$ cat config.mk
export PLATFORM = sky130hd
export DESIGN_NAME = dsof_status_flags
export DESIGN_NICKNAME = d
export VERILOG_FILES = /design/src/design/dsof_pkg.sv /design/src/design/dsof_status_flags.sv /design/src/design/dsof_hyst_flag.sv
export VERILOG_INCLUDE_DIRS = /design/src /design/src/design
export SDC_FILE = /design/constraint.sdc
export NUM_CORES = 1
export LEC_CHECK = 0
export BUFFER_PORTS_ARGS = -buffer_cell sky130_fd_sc_hd__buf_2
export CAP_MARGIN = 40
export CORE_AREA = 2 2 257 259
export CTS_BUF_LIST = sky130_fd_sc_hd__clkbuf_2 sky130_fd_sc_hd__clkbuf_4 sky130_fd_sc_hd__clkbuf_8
export DETAILED_ROUTE_END_ITERATION = 8
export DIE_AREA = 0 0 259 261
export PLACE_DENSITY = 0.5
export SYNTH_ARGS = -nofsm -noshare
export SYNTH_HDL_FRONTEND = slang
export SYNTH_SLANG_ARGS = --single-unit
$ cat constraint.sdc
create_clock -name i_ref_clk -period 1.5 [get_ports i_ref_clk]
set_clock_uncertainty 0.1 [all_clocks]
set_input_delay 0.15 -clock i_ref_clk [delete_from_list [all_inputs] [get_ports i_ref_clk]]
set_output_delay 0.15 -clock i_ref_clk [all_outputs]
set_load 0.01 [all_outputs]
$ cat src/design/dsof_consts.svh
`ifndef DSOF_CONSTS_SVH
`define DSOF_CONSTS_SVH
// frequencies in units of 0.01 Hz, 16 bits
`define DSOF_FREQ_W 16
// largest threshold and zero-speed level setting
`define DSOF_ARRIVAL_MAX 16'd40000
`define DSOF_ZERO_LEVEL_MAX 16'd10000
// hysteresis as hundredths of maximum frequency
`define DSOF_ON_PCT 8'd1
`define DSOF_OFF_PCT 8'd2
`define DSOF_PCT_DIV 32'd100
// function codes for terminals
`define DSOF_FN_RUN 6'h00
`define DSOF_FN_CONST 6'h01
`define DSOF_FN_OVER_A 6'h02
`define DSOF_FN_SET_A 6'h06
`define DSOF_FN_RUN_HRS 6'h0b
`define DSOF_FN_PWR_HRS 6'h0c
`define DSOF_FN_ZERO 6'h15
`define DSOF_FN_OVER_B 6'h18
`define DSOF_FN_SET_B 6'h19
// warning time decode
`define DSOF_WARN_FINE_MAX 16'd9999
`define DSOF_WARN_UNIT_FINE 32'd10
`define DSOF_WARN_UNIT_COARSE 32'd100
// polarity codes
`define DSOF_POL_NO 2'h0
`define DSOF_POL_NC 2'h1
// number of transistor terminals
`define DSOF_NUM_TERM 5
`endif

$ cat src/design/dsof_pkg.sv
package dsof_pkg;
   typedef logic [15:0] dsof_freq_t;
   typedef logic [5:0] dsof_fn_t;
   typedef logic [1:0] dsof_pol_t;
   typedef enum logic [1:0]
   {
      DSOF_RAMP_STEADY = 2'b00,
      DSOF_RAMP_ACCEL = 2'b01,
      DSOF_RAMP_DECEL = 2'b10
   } dsof_ramp_t;
endpackage : dsof_pkg

$ cat src/design/dsof_status_flags.sv
`timescale 1ns/1ps
`include "dsof_consts.svh"
module dsof_status_flags
   import dsof_pkg::*;
(
   // clock and reset
   input wire logic i_ref_clk,
   input wire logic i_rst_n,
   // drive quantities, same clock domain
   input wire dsof_pkg::dsof_freq_t i_out_freq,
   input wire dsof_pkg::dsof_freq_t i_cmd_freq,
   input wire dsof_pkg::dsof_freq_t i_max_freq,
   input wire dsof_pkg::dsof_freq_t i_motor_speed,
   input wire dsof_pkg::dsof_ramp_t i_ramp,
   input wire logic i_running,
   input wire logic i_dc_braking,
   input wire logic i_fault,
   input wire logic i_sensor_vector,
   input wire logic [31:0] i_run_hours,
   input wire logic [31:0] i_power_hours,
   // settings
   input wire dsof_pkg::dsof_freq_t i_accel_arrival_threshold_a,
   input wire dsof_pkg::dsof_freq_t i_decel_arrival_threshold_a,
   input wire dsof_pkg::dsof_freq_t i_accel_arrival_threshold_b,
   input wire dsof_pkg::dsof_freq_t i_decel_arrival_threshold_b,
   input wire logic [15:0] i_hours_warning_limit,
   input wire logic i_warn_coarse,
   input wire dsof_pkg::dsof_freq_t i_zero_speed_level,
   input wire dsof_pkg::dsof_pol_t i_fault_relay_polarity,
   input wire dsof_pkg::dsof_fn_t i_terminal_function_select [`DSOF_NUM_TERM],
   input wire dsof_pkg::dsof_pol_t i_terminal_polarity_select [`DSOF_NUM_TERM],
   input wire dsof_pkg::dsof_fn_t i_relay_function_select,
   // flags
   output logic o_run_flag,
   output logic o_const_speed_reached,
   output logic o_overreach_flag_a,
   output logic o_set_reached_flag_a,
   output logic o_overreach_flag_b,
   output logic o_set_reached_flag_b,
   output logic o_run_hours_over,
   output logic o_power_hours_over,
   output logic o_zero_speed_flag,
   // terminals
   output logic [`DSOF_NUM_TERM-1:0] o_terminal,
   output logic o_relay_contact_one,
   output logic o_relay_contact_two
);
   import dsof_pkg::*;

   // -----------------------------------------
   // reset release
   // -----------------------------------------
   logic rst_s1_q;
   logic rst_s2_q;
   logic rst_n;
   always_ff @(posedge i_ref_clk or negedge i_rst_n)
   begin
      if (!i_rst_n)
      begin
         rst_s1_q <= 1'b0;
         rst_s2_q <= 1'b0;
      end
      else
      begin
         rst_s1_q <= 1'b1;
         rst_s2_q <= rst_s1_q;
      end
   end
   assign rst_n = rst_s2_q;

   // -----------------------------------------
   // helpers
   // -----------------------------------------
   function automatic logic [16:0] pct_of(input dsof_freq_t f, input logic [7:0] p);
      logic [31:0] prod;
      prod = ({16'h0000, f} * {24'h000000, p}) / `DSOF_PCT_DIV;
      return prod[16:0];
   endfunction : pct_of

   function automatic logic [17:0] ext(input dsof_freq_t f);
      return {2'b00, f};
   endfunction : ext

   function automatic logic clamp_on(input dsof_freq_t f, input dsof_freq_t lim);
      return (f != 16'h0000) && (f <= lim);
   endfunction : clamp_on

   logic [17:0] on_band;
   logic [17:0] off_band;
   logic [17:0] fo;
   assign on_band = {1'b0, pct_of(i_max_freq, `DSOF_ON_PCT)};
   assign off_band = {1'b0, pct_of(i_max_freq, `DSOF_OFF_PCT)};
   assign fo = ext(i_out_freq);

   // -----------------------------------------
   // frequency arrival
   // -----------------------------------------
   logic decel;
   dsof_freq_t thr_a;
   dsof_freq_t thr_b;
   logic en_a;
   logic en_b;
   assign decel = (i_ramp == DSOF_RAMP_DECEL);
   assign thr_a = decel ? i_decel_arrival_threshold_a : i_accel_arrival_threshold_a;
   assign thr_b = decel ? i_decel_arrival_threshold_b : i_accel_arrival_threshold_b;
   assign en_a = clamp_on(thr_a, `DSOF_ARRIVAL_MAX);
   assign en_b = clamp_on(thr_b, `DSOF_ARRIVAL_MAX);

   // on: f+on_band >= t ; off: f+off_band < t
   logic const_set;
   logic const_clr;
   assign const_set = (fo + on_band) >= ext(i_cmd_freq);
   assign const_clr = (fo + off_band) < ext(i_cmd_freq);

   dsof_hyst_flag u_const
   (
      .i_ref_clk(i_ref_clk),
      .i_rst_n(rst_n),
      .i_enable(i_running && (i_cmd_freq != 16'h0000)),
      .i_set_cond(const_set),
      .i_clr_cond(const_clr),
      .o_flag(o_const_speed_reached)
   );

   dsof_hyst_flag u_over_a
   (
      .i_ref_clk(i_ref_clk),
      .i_rst_n(rst_n),
      .i_enable(en_a),
      .i_set_cond((fo + on_band) >= ext(thr_a)),
      .i_clr_cond((fo + off_band) < ext(thr_a)),
      .o_flag(o_overreach_flag_a)
   );

   dsof_hyst_flag u_over_b
   (
      .i_ref_clk(i_ref_clk),
      .i_rst_n(rst_n),
      .i_enable(en_b),
      .i_set_cond((fo + on_band) >= ext(thr_b)),
      .i_clr_cond((fo + off_band) < ext(thr_b)),
      .o_flag(o_overreach_flag_b)
   );

   // set-reached: window depends on ramp direction
   logic sr_set_a;
   logic sr_clr_a;
   logic sr_set_b;
   logic sr_clr_b;
   always_comb
   begin
      if (decel)
      begin
         sr_set_a = fo <= (ext(thr_a) + on_band);
         sr_clr_a = (fo + off_band) < ext(thr_a);
         sr_set_b = fo <= (ext(thr_b) + on_band);
         sr_clr_b = (fo + off_band) < ext(thr_b);
      end
      else
      begin
         // falling under target-2% also clears, so the flag never lingers far below target
         sr_set_a = ((fo + on_band) >= ext(thr_a)) && (fo <= ext(thr_a) + off_band);
         sr_clr_a = (fo > (ext(thr_a) + off_band)) || ((fo + off_band) < ext(thr_a));
         sr_set_b = ((fo + on_band) >= ext(thr_b)) && (fo <= ext(thr_b) + off_band);
         sr_clr_b = (fo > (ext(thr_b) + off_band)) || ((fo + off_band) < ext(thr_b));
      end
   end

   dsof_hyst_flag u_set_a
   (
      .i_ref_clk(i_ref_clk),
      .i_rst_n(rst_n),
      .i_enable(en_a),
      .i_set_cond(sr_set_a && !sr_clr_a),
      .i_clr_cond(sr_clr_a),
      .o_flag(o_set_reached_flag_a)
   );

   dsof_hyst_flag u_set_b
   (
      .i_ref_clk(i_ref_clk),
      .i_rst_n(rst_n),
      .i_enable(en_b),
      .i_set_cond(sr_set_b && !sr_clr_b),
      .i_clr_cond(sr_clr_b),
      .o_flag(o_set_reached_flag_b)
   );

   // -----------------------------------------
   // run, hours, zero speed
   // -----------------------------------------
   logic [31:0] warn_hours;
   logic warn_en;
   dsof_freq_t zs_src;
   dsof_freq_t zs_lvl;
   logic run_d;
   logic run_q;
   logic run_hrs_d;
   logic run_hrs_q;
   logic pwr_hrs_d;
   logic pwr_hrs_q;
   logic zero_d;
   logic zero_q;

   always_comb
   begin
      warn_en = (i_hours_warning_limit != 16'h0000);
      if (i_warn_coarse)
      begin
         warn_hours = {16'h0000, i_hours_warning_limit} * `DSOF_WARN_UNIT_COARSE;
      end
      else
      begin
         warn_hours = {16'h0000, i_hours_warning_limit} * `DSOF_WARN_UNIT_FINE;
      end
      zs_src = i_sensor_vector ? i_motor_speed : i_out_freq;
      zs_lvl = (i_zero_speed_level > `DSOF_ZERO_LEVEL_MAX) ? `DSOF_ZERO_LEVEL_MAX : i_zero_speed_level;
      run_d = i_running || i_dc_braking;
      run_hrs_d = warn_en && (i_run_hours > warn_hours);
      pwr_hrs_d = warn_en && (i_power_hours > warn_hours);
      zero_d = zs_src < zs_lvl;
   end

   always_ff @(posedge i_ref_clk or negedge rst_n)
   begin
      if (!rst_n)
      begin
         run_q <= 1'b0;
         run_hrs_q <= 1'b0;
         pwr_hrs_q <= 1'b0;
         zero_q <= 1'b0;
      end
      else
      begin
         run_q <= run_d;
         run_hrs_q <= run_hrs_d;
         pwr_hrs_q <= pwr_hrs_d;
         zero_q <= zero_d;
      end
   end

   assign o_run_flag = run_q;
   assign o_run_hours_over = run_hrs_q;
   assign o_power_hours_over = pwr_hrs_q;
   assign o_zero_speed_flag = zero_q;

   // -----------------------------------------
   // terminal assignment
   // -----------------------------------------
   function automatic logic pick(input dsof_fn_t code);
      logic r;
      r = 1'b0;
      unique case (code)
         `DSOF_FN_RUN: r = run_q;
         `DSOF_FN_CONST: r = o_const_speed_reached;
         `DSOF_FN_OVER_A: r = o_overreach_flag_a;
         `DSOF_FN_SET_A: r = o_set_reached_flag_a;
         `DSOF_FN_OVER_B: r = o_overreach_flag_b;
         `DSOF_FN_SET_B: r = o_set_reached_flag_b;
         `DSOF_FN_RUN_HRS: r = run_hrs_q;
         `DSOF_FN_PWR_HRS: r = pwr_hrs_q;
         `DSOF_FN_ZERO: r = zero_q;
         default: r = 1'b0;
      endcase
      return r;
   endfunction : pick

   logic [`DSOF_NUM_TERM-1:0] term_d;
   logic [`DSOF_NUM_TERM-1:0] term_q;
   logic relay_sig;
   logic relay_d;
   logic relay_q;

   always_comb
   begin
      for (int i = 0; i < `DSOF_NUM_TERM; i++)
      begin
         term_d[i] = pick(i_terminal_function_select[i]) ^
                     (i_terminal_polarity_select[i] == `DSOF_POL_NC);
      end
      relay_sig = i_fault || pick(i_relay_function_select);
      // relay_d high means contact one to common closed
      relay_d = (i_fault_relay_polarity == `DSOF_POL_NO) ? relay_sig : !relay_sig;
   end

   always_ff @(posedge i_ref_clk or negedge rst_n)
   begin
      if (!rst_n)
      begin
         term_q <= '0;
         relay_q <= 1'b0;
      end
      else
      begin
         term_q <= term_d;
         relay_q <= relay_d;
      end
   end

   assign o_terminal = term_q;
   assign o_relay_contact_one = relay_q;
   assign o_relay_contact_two = !relay_q;

   // -----------------------------------------
   // checks
   // -----------------------------------------
   property p_relay_pol;
      @(posedge i_ref_clk) disable iff (!rst_n)
      (i_fault && i_fault_relay_polarity == `DSOF_POL_NC) |=> !o_relay_contact_one;
   endproperty
   a_relay_pol: assert property (p_relay_pol) else $error("relay open expected on fault");

   property p_run;
      @(posedge i_ref_clk) disable iff (!rst_n)
      i_dc_braking |=> o_run_flag;
   endproperty
   a_run: assert property (p_run) else $error("run flag missing during braking");

   property p_disable_a;
      @(posedge i_ref_clk) disable iff (!rst_n)
      (thr_a == 16'h0000) |=> !o_overreach_flag_a && !o_set_reached_flag_a;
   endproperty
   a_disable_a: assert property (p_disable_a) else $error("arrival a active while disabled");

   property p_over_hold;
      @(posedge i_ref_clk) disable iff (!rst_n)
      (en_a && $stable(thr_a) && !((fo + on_band) >= ext(thr_a)) && !((fo + off_band) < ext(thr_a)))
         |=> $stable(o_overreach_flag_a);
   endproperty
   a_over_hold: assert property (p_over_hold) else $error("overreach changed inside band");

   property p_over_clr;
      @(posedge i_ref_clk) disable iff (!rst_n)
      ((fo + off_band) < ext(thr_a)) && !((fo + on_band) >= ext(thr_a)) |=> !o_overreach_flag_a;
   endproperty
   a_over_clr: assert property (p_over_clr) else $error("overreach not cleared");

   property p_hours;
      @(posedge i_ref_clk) disable iff (!rst_n)
      (i_hours_warning_limit == 16'h0000) |=> !o_run_hours_over && !o_power_hours_over;
   endproperty
   a_hours: assert property (p_hours) else $error("hours flag with warning disabled");

   property p_zero_src;
      @(posedge i_ref_clk) disable iff (!rst_n)
      (i_sensor_vector && i_motor_speed < zs_lvl) |=> o_zero_speed_flag;
   endproperty
   a_zero_src: assert property (p_zero_src) else $error("zero speed missed");

   property p_term_pol;
      @(posedge i_ref_clk) disable iff (!rst_n)
      (i_terminal_function_select[1] == `DSOF_FN_CONST && i_terminal_polarity_select[1] == `DSOF_POL_NC)
         |=> (o_terminal[1] != $past(o_const_speed_reached));
   endproperty
   a_term_pol: assert property (p_term_pol) else $error("terminal polarity wrong");

   c_const: cover property (@(posedge i_ref_clk) disable iff (!rst_n) $rose(o_const_speed_reached));
   c_set_a: cover property (@(posedge i_ref_clk) disable iff (!rst_n) $fell(o_set_reached_flag_a));
   c_zero: cover property (@(posedge i_ref_clk) disable iff (!rst_n) $rose(o_zero_speed_flag));
   c_hours: cover property (@(posedge i_ref_clk) disable iff (!rst_n) $rose(o_run_hours_over));
endmodule : dsof_status_flags

$ cat src/design/dsof_hyst_flag.sv
`timescale 1ns/1ps
`include "dsof_consts.svh"
// one hysteretic comparator: on at or above on level, off below off level
module dsof_hyst_flag
(
   // clock and reset
   input wire logic i_ref_clk,
   input wire logic i_rst_n,
   // compare
   input wire logic i_enable,
   input wire logic i_set_cond,
   input wire logic i_clr_cond,
   // result
   output logic o_flag
);
   logic flag_q;
   logic flag_d;

   always_comb
   begin
      flag_d = flag_q;
      if (!i_enable)
      begin
         flag_d = 1'b0;
      end
      else if (i_set_cond)
      begin
         flag_d = 1'b1;
      end
      else if (i_clr_cond)
      begin
         flag_d = 1'b0;
      end
   end

   always_ff @(posedge i_ref_clk or negedge i_rst_n)
   begin
      if (!i_rst_n)
      begin
         flag_q <= 1'b0;
      end
      else
      begin
         flag_q <= flag_d;
      end
   end

   assign o_flag = flag_q;
endmodule : dsof_hyst_flag

After elaboration in Yosys (flattened, before gate mapping)
Cells that the tools add are included.
- $mul: 2
- reductions and logical operators: 28
- bitwise operators: 5
- order comparisons: 18
- equality and inequality tests: 59
- add/subtract/negate cells: 6
- mux-type cells: 31
- divide/modulo/power cells: 2
- operators with widths (kind ; number):
    adder 16 x 17 -> 18 bit ; 6
    equality test 6 x 5 -> 1 bit (second input constant) ; 18
    equality test 6 x 4 -> 1 bit (second input constant) ; 12
    less-or-equal comparator 16 x 18 -> 1 bit ; 4
    greater-than comparator 32 bit ; 2
    2-to-1 mux 16 bit ; 4
    nonzero test 16 bit ; 4
    >= comparator 18 x 16 -> 1 bit ; 3
    less-than comparator 18 x 16 -> 1 bit ; 3
    one-hot mux 1 bit (9 select lines) ; 6
    equality test 6 x 1 -> 1 bit (second input constant) ; 6
    equality test 6 x 2 -> 1 bit (second input constant) ; 6
    equality test 6 x 3 -> 1 bit (second input constant) ; 6
    greater-than comparator 16 x 18 -> 1 bit ; 2
    zero test 6 bit ; 6
    divider 16 x 7 -> 32 bit (second input constant) ; 1
    divider 17 x 7 -> 32 bit (second input constant) ; 1
    less-or-equal comparator 16 bit (second input constant) ; 2
    2-to-1 mux 23 bit ; 1
    multiplier 16 x 5 -> 21 bit (second input constant) ; 1
    2-to-1 mux 1 bit ; 20
    multiplier 16 x 3 -> 19 bit (second input constant) ; 1
    greater-than comparator 16 x 14 -> 1 bit (second input constant) ; 1
    less-than comparator 16 bit ; 1
    9 further kinds ; 34
- register bits after elaboration: 17
- logic and storage cells: 164
- output and inout port bits: 16

Longest topological paths before layout
- word-level depth: 10
- gate-level depth with buffers: 58

Modules after synthesis
A second synthesis with hierarchy kept.
- cells, all modules: 2174
- area, all modules: 16300.6 um^2
- by module, submodules not included (module ; times used ; sequential area each (um^2) ; cells each ; area an instance (um^2)):
    dsof_status_flags ; 1 ; 300.3 ; 2159 ; 16069.2
    dsof_hyst_flag ; 5 ; 25.0 ; 3 ; 46.3

Worst setup path before layout
OpenSTA, ideal clock, no wires.
- kind: in2reg
- start: input i_max_freq[11]
- end: register u_set_b.flag_q, in the netlist u_set_b.o_flag
- slack: -9089 ps
- library setup time: 120 ps
- stages on the path: 56
- arrival: 10369 ps
- path through: buf_2 nor3_4 nor2_1 ha_1 nand2b_1 o21ai_1 and3_1 buf_4 inv_2 o21ai_2 a31oi_1 a2111oi_0 o41a_1 nand2_2 mux2_2 o22ai_2 buf_6 inv_6 (+20 left out) o21ai_0 a21oi_1 nor2_1 o21ai_0 nand2b_1 a21o_1 and2_1 nand2_1 xnor2_1 ha_1 a21o_1 a21oi_1 o21ai_0 a21o_1 a2111oi_0 nor2b_1 o21ai_0 and3_1
- word-level cells in the longest chain between the ends: 9
- elaborated cells between the ends (all ways): 20
- those cells by class: add/sub: 4; div: 2; order compare: 5; eq/ne: 1; mux: 4; reduce/logical: 4
- RTL lines (element ; line ; RTL):
    start: declaration ; dsof_status_flags.sv:12 ; input wire dsof_pkg::dsof_freq_t i_max_freq,
    divider 17 x 7 -> 32 bit (no line) ; - ;
    adder 16 x 17 -> 18 bit, on equally long branches ; dsof_status_flags.sv:164, dsof_status_flags.sv:165, dsof_status_flags.sv:157 ;
    greater-than comparator 16 x 18 -> 1 bit or less-than comparator 18 x 16 -> 1 bit (tied branches) ; dsof_status_flags.sv:165, dsof_status_flags.sv:157 ;
    logical OR 1 bit ; dsof_status_flags.sv:165 ; sr_clr_b = (fo > (ext(thr_b) + off_band)) || ((fo + off_band) < ext(thr_b));
    2-to-1 mux 1 bit ; dsof_status_flags.sv:152 ; if (decel)
    zero test 1 bit ; dsof_status_flags.sv:184 ; .i_set_cond(sr_set_b && !sr_clr_b),
    logical AND 1 bit ; dsof_status_flags.sv:184 ;
    2-to-1 mux 1 bit ; dsof_hyst_flag.sv:26 ; else if (i_set_cond)
    2-to-1 mux 1 bit ; dsof_hyst_flag.sv:22 ; if (!i_enable)
    end signal: assignment ; dsof_hyst_flag.sv:44 ; flag_q <= flag_d;
    end: declaration ; dsof_hyst_flag.sv:16 ; logic flag_q;
Parallel ways exist; a longest one is shown, timed or not.
A chain may end at the register's enable or synchronous reset.

Worst setup path after layout
- start: input i_max_freq[12]
- end: register u_over_a.flag_q, in the netlist u_over_a.o_flag
- word-level cells in the longest chain between the ends: 5
- elaborated cells between the ends (all ways): 9
- those cells by class: add/sub: 2; div: 2; order compare: 2; eq/ne: 1; mux: 2
- RTL lines (element ; line):
    parallel branches: the longest is 5 deep, another holds divider 17 x 7 -> 32 bit ; -
    end signal: assignment ; dsof_hyst_flag.sv:44
    end: declaration ; dsof_hyst_flag.sv:16
Several ways; the timed one is not identified.

==> reports/results.txt <==
The number of cells in the finished layout apart from fillers was 4028. The clock-pin slew on the worst setup and hold paths came out at 80 ps. Power per cell area: 2160 nW/um^2. Largest buffer count on any clock path: 2. The checks that failed: setup timing.

In this run, the number of DRC markers left after iteration 0 of detailed routing was 761. By area the synthesized netlist is led by ha_1 29%, xnor2_1 5.4%, a21oi_1 5.3%. Of all nets on the critical path, the largest fanout is 12.

The run gives 40.6% as the fraction of the core area covered by cells at the end of the flow. At the end of the flow, the number of nets in the layout was 3831. For the minimum setup slack in the final design, the log shows -8450 ps. The layout overhead on the synthesized area is 64.6%. By instance count, the cell type seen most on the critical path is o21a_1.

The maximum level of the CTS H-tree came out at 1. The sort of element at the end of the critical path was a flip-flop. The worst hold path belongs to the class in2reg. Global-route usage over all layers: 19.4%. Summing the sequential cell areas from Yosys gives 2.65% of the chip area. Largest family of logic cells by synthesized area: adder cells. The fraction of the mapped netlist area in adder cells is 31.3%, and the final hold violation count is 0. For the total chip power, the log shows 57000 uW. The area fraction in and, or, nand and nor cells after synthesis works out to 19.3%.

Relative max-transition margin: 56.6%. The highest-delay cell along the critical path was fa_2. In this run, placement finished with an instance count of 3937. For the pin with the worst max-slew slack, the measured transition is 641 ps. The tools report the number of violations of the max-capacitance limit as 0. For this run, the slowest stage of the critical path takes 490 ps. The run gives 20426 as the number of global-route vias before repair. The kind of critical path is in2reg.

The chip height came out at 261 microns. The run gives 0.00167 V as the worst vdd rail ir drop. In the layout the commonest cells are 790 x buf_4, 346 x ha_1, 285 x buf_2. Detailed placement ended at an HPWL of 59200 microns.

The detailed router placed 19823 vias in this run. The shortest period the worst path allows was 9950 ps; the starting utilization of the core area was 24.7%. The tools report the global-route wire length before repair as 106000 microns.

Using the TritonRoute via totals, the vias-per-cell ratio works out to 4.92. Counting distinct cell types in the post-synthesis netlist gives 109. The die covers 67600 sq um. The number of antenna violations at the first check in global routing is 8, and the clock network latency to the later pin of the worst-skew pair is 260 ps.

After synthesis, the share of cell area in mux cells is 5.05%. The clock net sink count was 17. The most used flip-flop cell after synthesis is dfrtp_1. Summed over all cells, the static leakage comes to 0.0132 uW. Of all cell types, the one taking the most synthesized area is ha_1. The tightest hold path in the finished design has a slack of 43.0 ps. The post-place setup slack was -9210 ps; the remaining routing DRC violations was 0. During synthesis, Yosys emitted a total of 0 warnings. Dividing the synthesized area by the synthesized cell count gives 7.63 sq um. The complex-gate fraction of the synthesized area was 27.7%. Based on the critical path, the design can be clocked at up to 0.101 GHz. The first-pass detailed-route iteration total is 5, and the pin count of the biggest net entering global routing is 27.

The count of buffers added on input and output ports is 296. Buffers inserted during clock tree synthesis total 3. For the post-synthesis instance area, the log shows 16100 sq um. For the global route total overflow, the log shows 0.

STA puts the critical path data required time at 1540 ps. In this run the biggest area consumer among cell types represents 28.7% of the synthesized area. The per-cell routed wire length is 17.0 microns, and the routability congestion estimate is 0.912. The signal arrival time at the worst endpoint came out at 9990 ps. In this run, synthesis produced a sequential element count of 17.

After detailed routing, the total wire length is 68600 microns. The leading cell type in the layout, fill and taps excluded is buf_4. After layout, the worst path uses 663% of the clock period. The logs give 14 for the final count of negative-setup-slack endpoints and 65000 sq um for the core area. The number of pins exceeding their max-slew limit in the final report was 0.

The tools report the number of nets still failing antenna checks after routing as 0. The synthesized design contains 0 enable-type register cells. Summing the areas of all xor and xnor instances in the mapped netlist gives 7.51% of the synthesized area.

TritonCTS built the clock tree. Setup repair after global routing could not meet its margin everywhere. The tools report the top-level port count as 297. The worst setup path is launched from an input pin. The tree is rooted in a clkbuf_8.

After technology mapping, the gate count stands at 2105. The die is 259 microns wide. Row generation in the floorplan step produced 94 rows. The flow ran to the end, but the final reports show violations. For this run, asynchronously set or reset flops after synthesis account for 100%. The post-route netlist has 46.3% of its cells at a drive strength greater than 1.
## cells in the mapped netlist, types with 10 or more instances
library cell and instances:
o21ai_0 110, o211ai_1 14, nand3b_1 14, clkbuf_1 36, a211o_1 10, xor2_1 33
nand2b_1 36, nand2_1 101, a21o_1 74, o21a_1 30, inv_1 196, ha_1 368
mux2_2 24, mux2i_1 54, nand4b_1 10, nor2_1 122, o21ai_1 13, o21bai_1 44
or3_1 15, nand3_1 40, xnor2_1 99, nor3_1 48, and3_1 12, a31oi_1 27
nand4_1 48, a21oi_1 171, fa_1 18, a211oi_1 21, and2_1 16, dfrtp_1 17
nor4_1 23, nor2b_1 43
## per-stage QoR
stage / TNS [ps] / area (sq um)
global route: -55320 / 26400
global placement: -55900 / 24200
detailed placement: -57040 / 24200
CTS: -50840 / 25900
floorplan: -49720 / 16500
finish: -51450 / 26400
## worst max-delay path, delay by kind of cell
kind | cells | cell delay (ps)
AOI/OAI and AO/OA | 31 | 5960
adders and majority gates | 3 | 860
buffers and inverters | 10 | 1390
and+or+nand+nor | 10 | 1620
## state kept, by name (all words and copies together), names as in the netlist
name,count
o_power_hours_over,1
o_relay_contact_one,1
o_run_flag,1
o_run_hours_over,1
o_terminal,5
o_zero_speed_flag,1
rst_n,1
rst_s1_q,1
u_const.o_flag,1
u_over_a.o_flag,1
u_over_b.o_flag,1
u_set_a.o_flag,1
u_set_b.o_flag,1
## metal layers
| metal | vias to the layer above | track usage (%) | routed length (microns) |
|---|---|---|---|
| met5 | - | 0 | 51 |
| met4 | 8 | 4.46 | 1660 |
| met3 | 68 | 2.37 | 3270 |
| met2 | 449 | 34.8 | 32900 |
| met1 | 9354 | 24.6 | 30700 |
| li1 | 9944 | - | - |
## final timing paths
check	to	startpoint	slack (ps)	cells past startpoint
setup / recovery	u_over_a.o_flag	i_max_freq[12]	-8450	54
hold / removal	o_terminal[3]	i_terminal_polarity_select[2]	40	3
setup reg to reg	o_terminal[4]	u_set_b.o_flag	-430	7
hold reg to reg	o_terminal[2]	rst_n	110	1
max in group asynchronous	o_terminal[3]	rst_n	580	1
min in group asynchronous	o_terminal[2]	rst_n	110	1
## logic make-up after synthesis
logic type	after synthesis
mux	78
compound gates	649
flops	17
fa+ha+maj	392
other cells	1
xor+xnor	135
buf+inv	259
simple gates	574
## where the power goes
part           switching [uW]  internal, uW  total, uW  leakage (uW)
Sequential               61.2           505        566      0.000197
Combinational           26900         29100      56000        0.0130
Clock                     192           208        400     0.0000262
## what timing repair did
item,CTS,global route
endpoints found under the hold margin,8,0
pin swaps,145,102
hold buffers,4,0
setup endpoints to repair,14,14
gates resized for setup,237,84
setup buffers,65,20
## layout make-up
cell class                      instances  area, sq um
Fill cell                            6589        38600
Multi-Input combinational cell       1831        16300
Timing Repair Buffer                 1108         7780
Tap cell                              864         1080
Inverter                              203          792
Sequential cell                        17          432
Clock buffer                            4         48.8
Antenna cell                            1         2.50
Power figures use the tool's default switching activity.
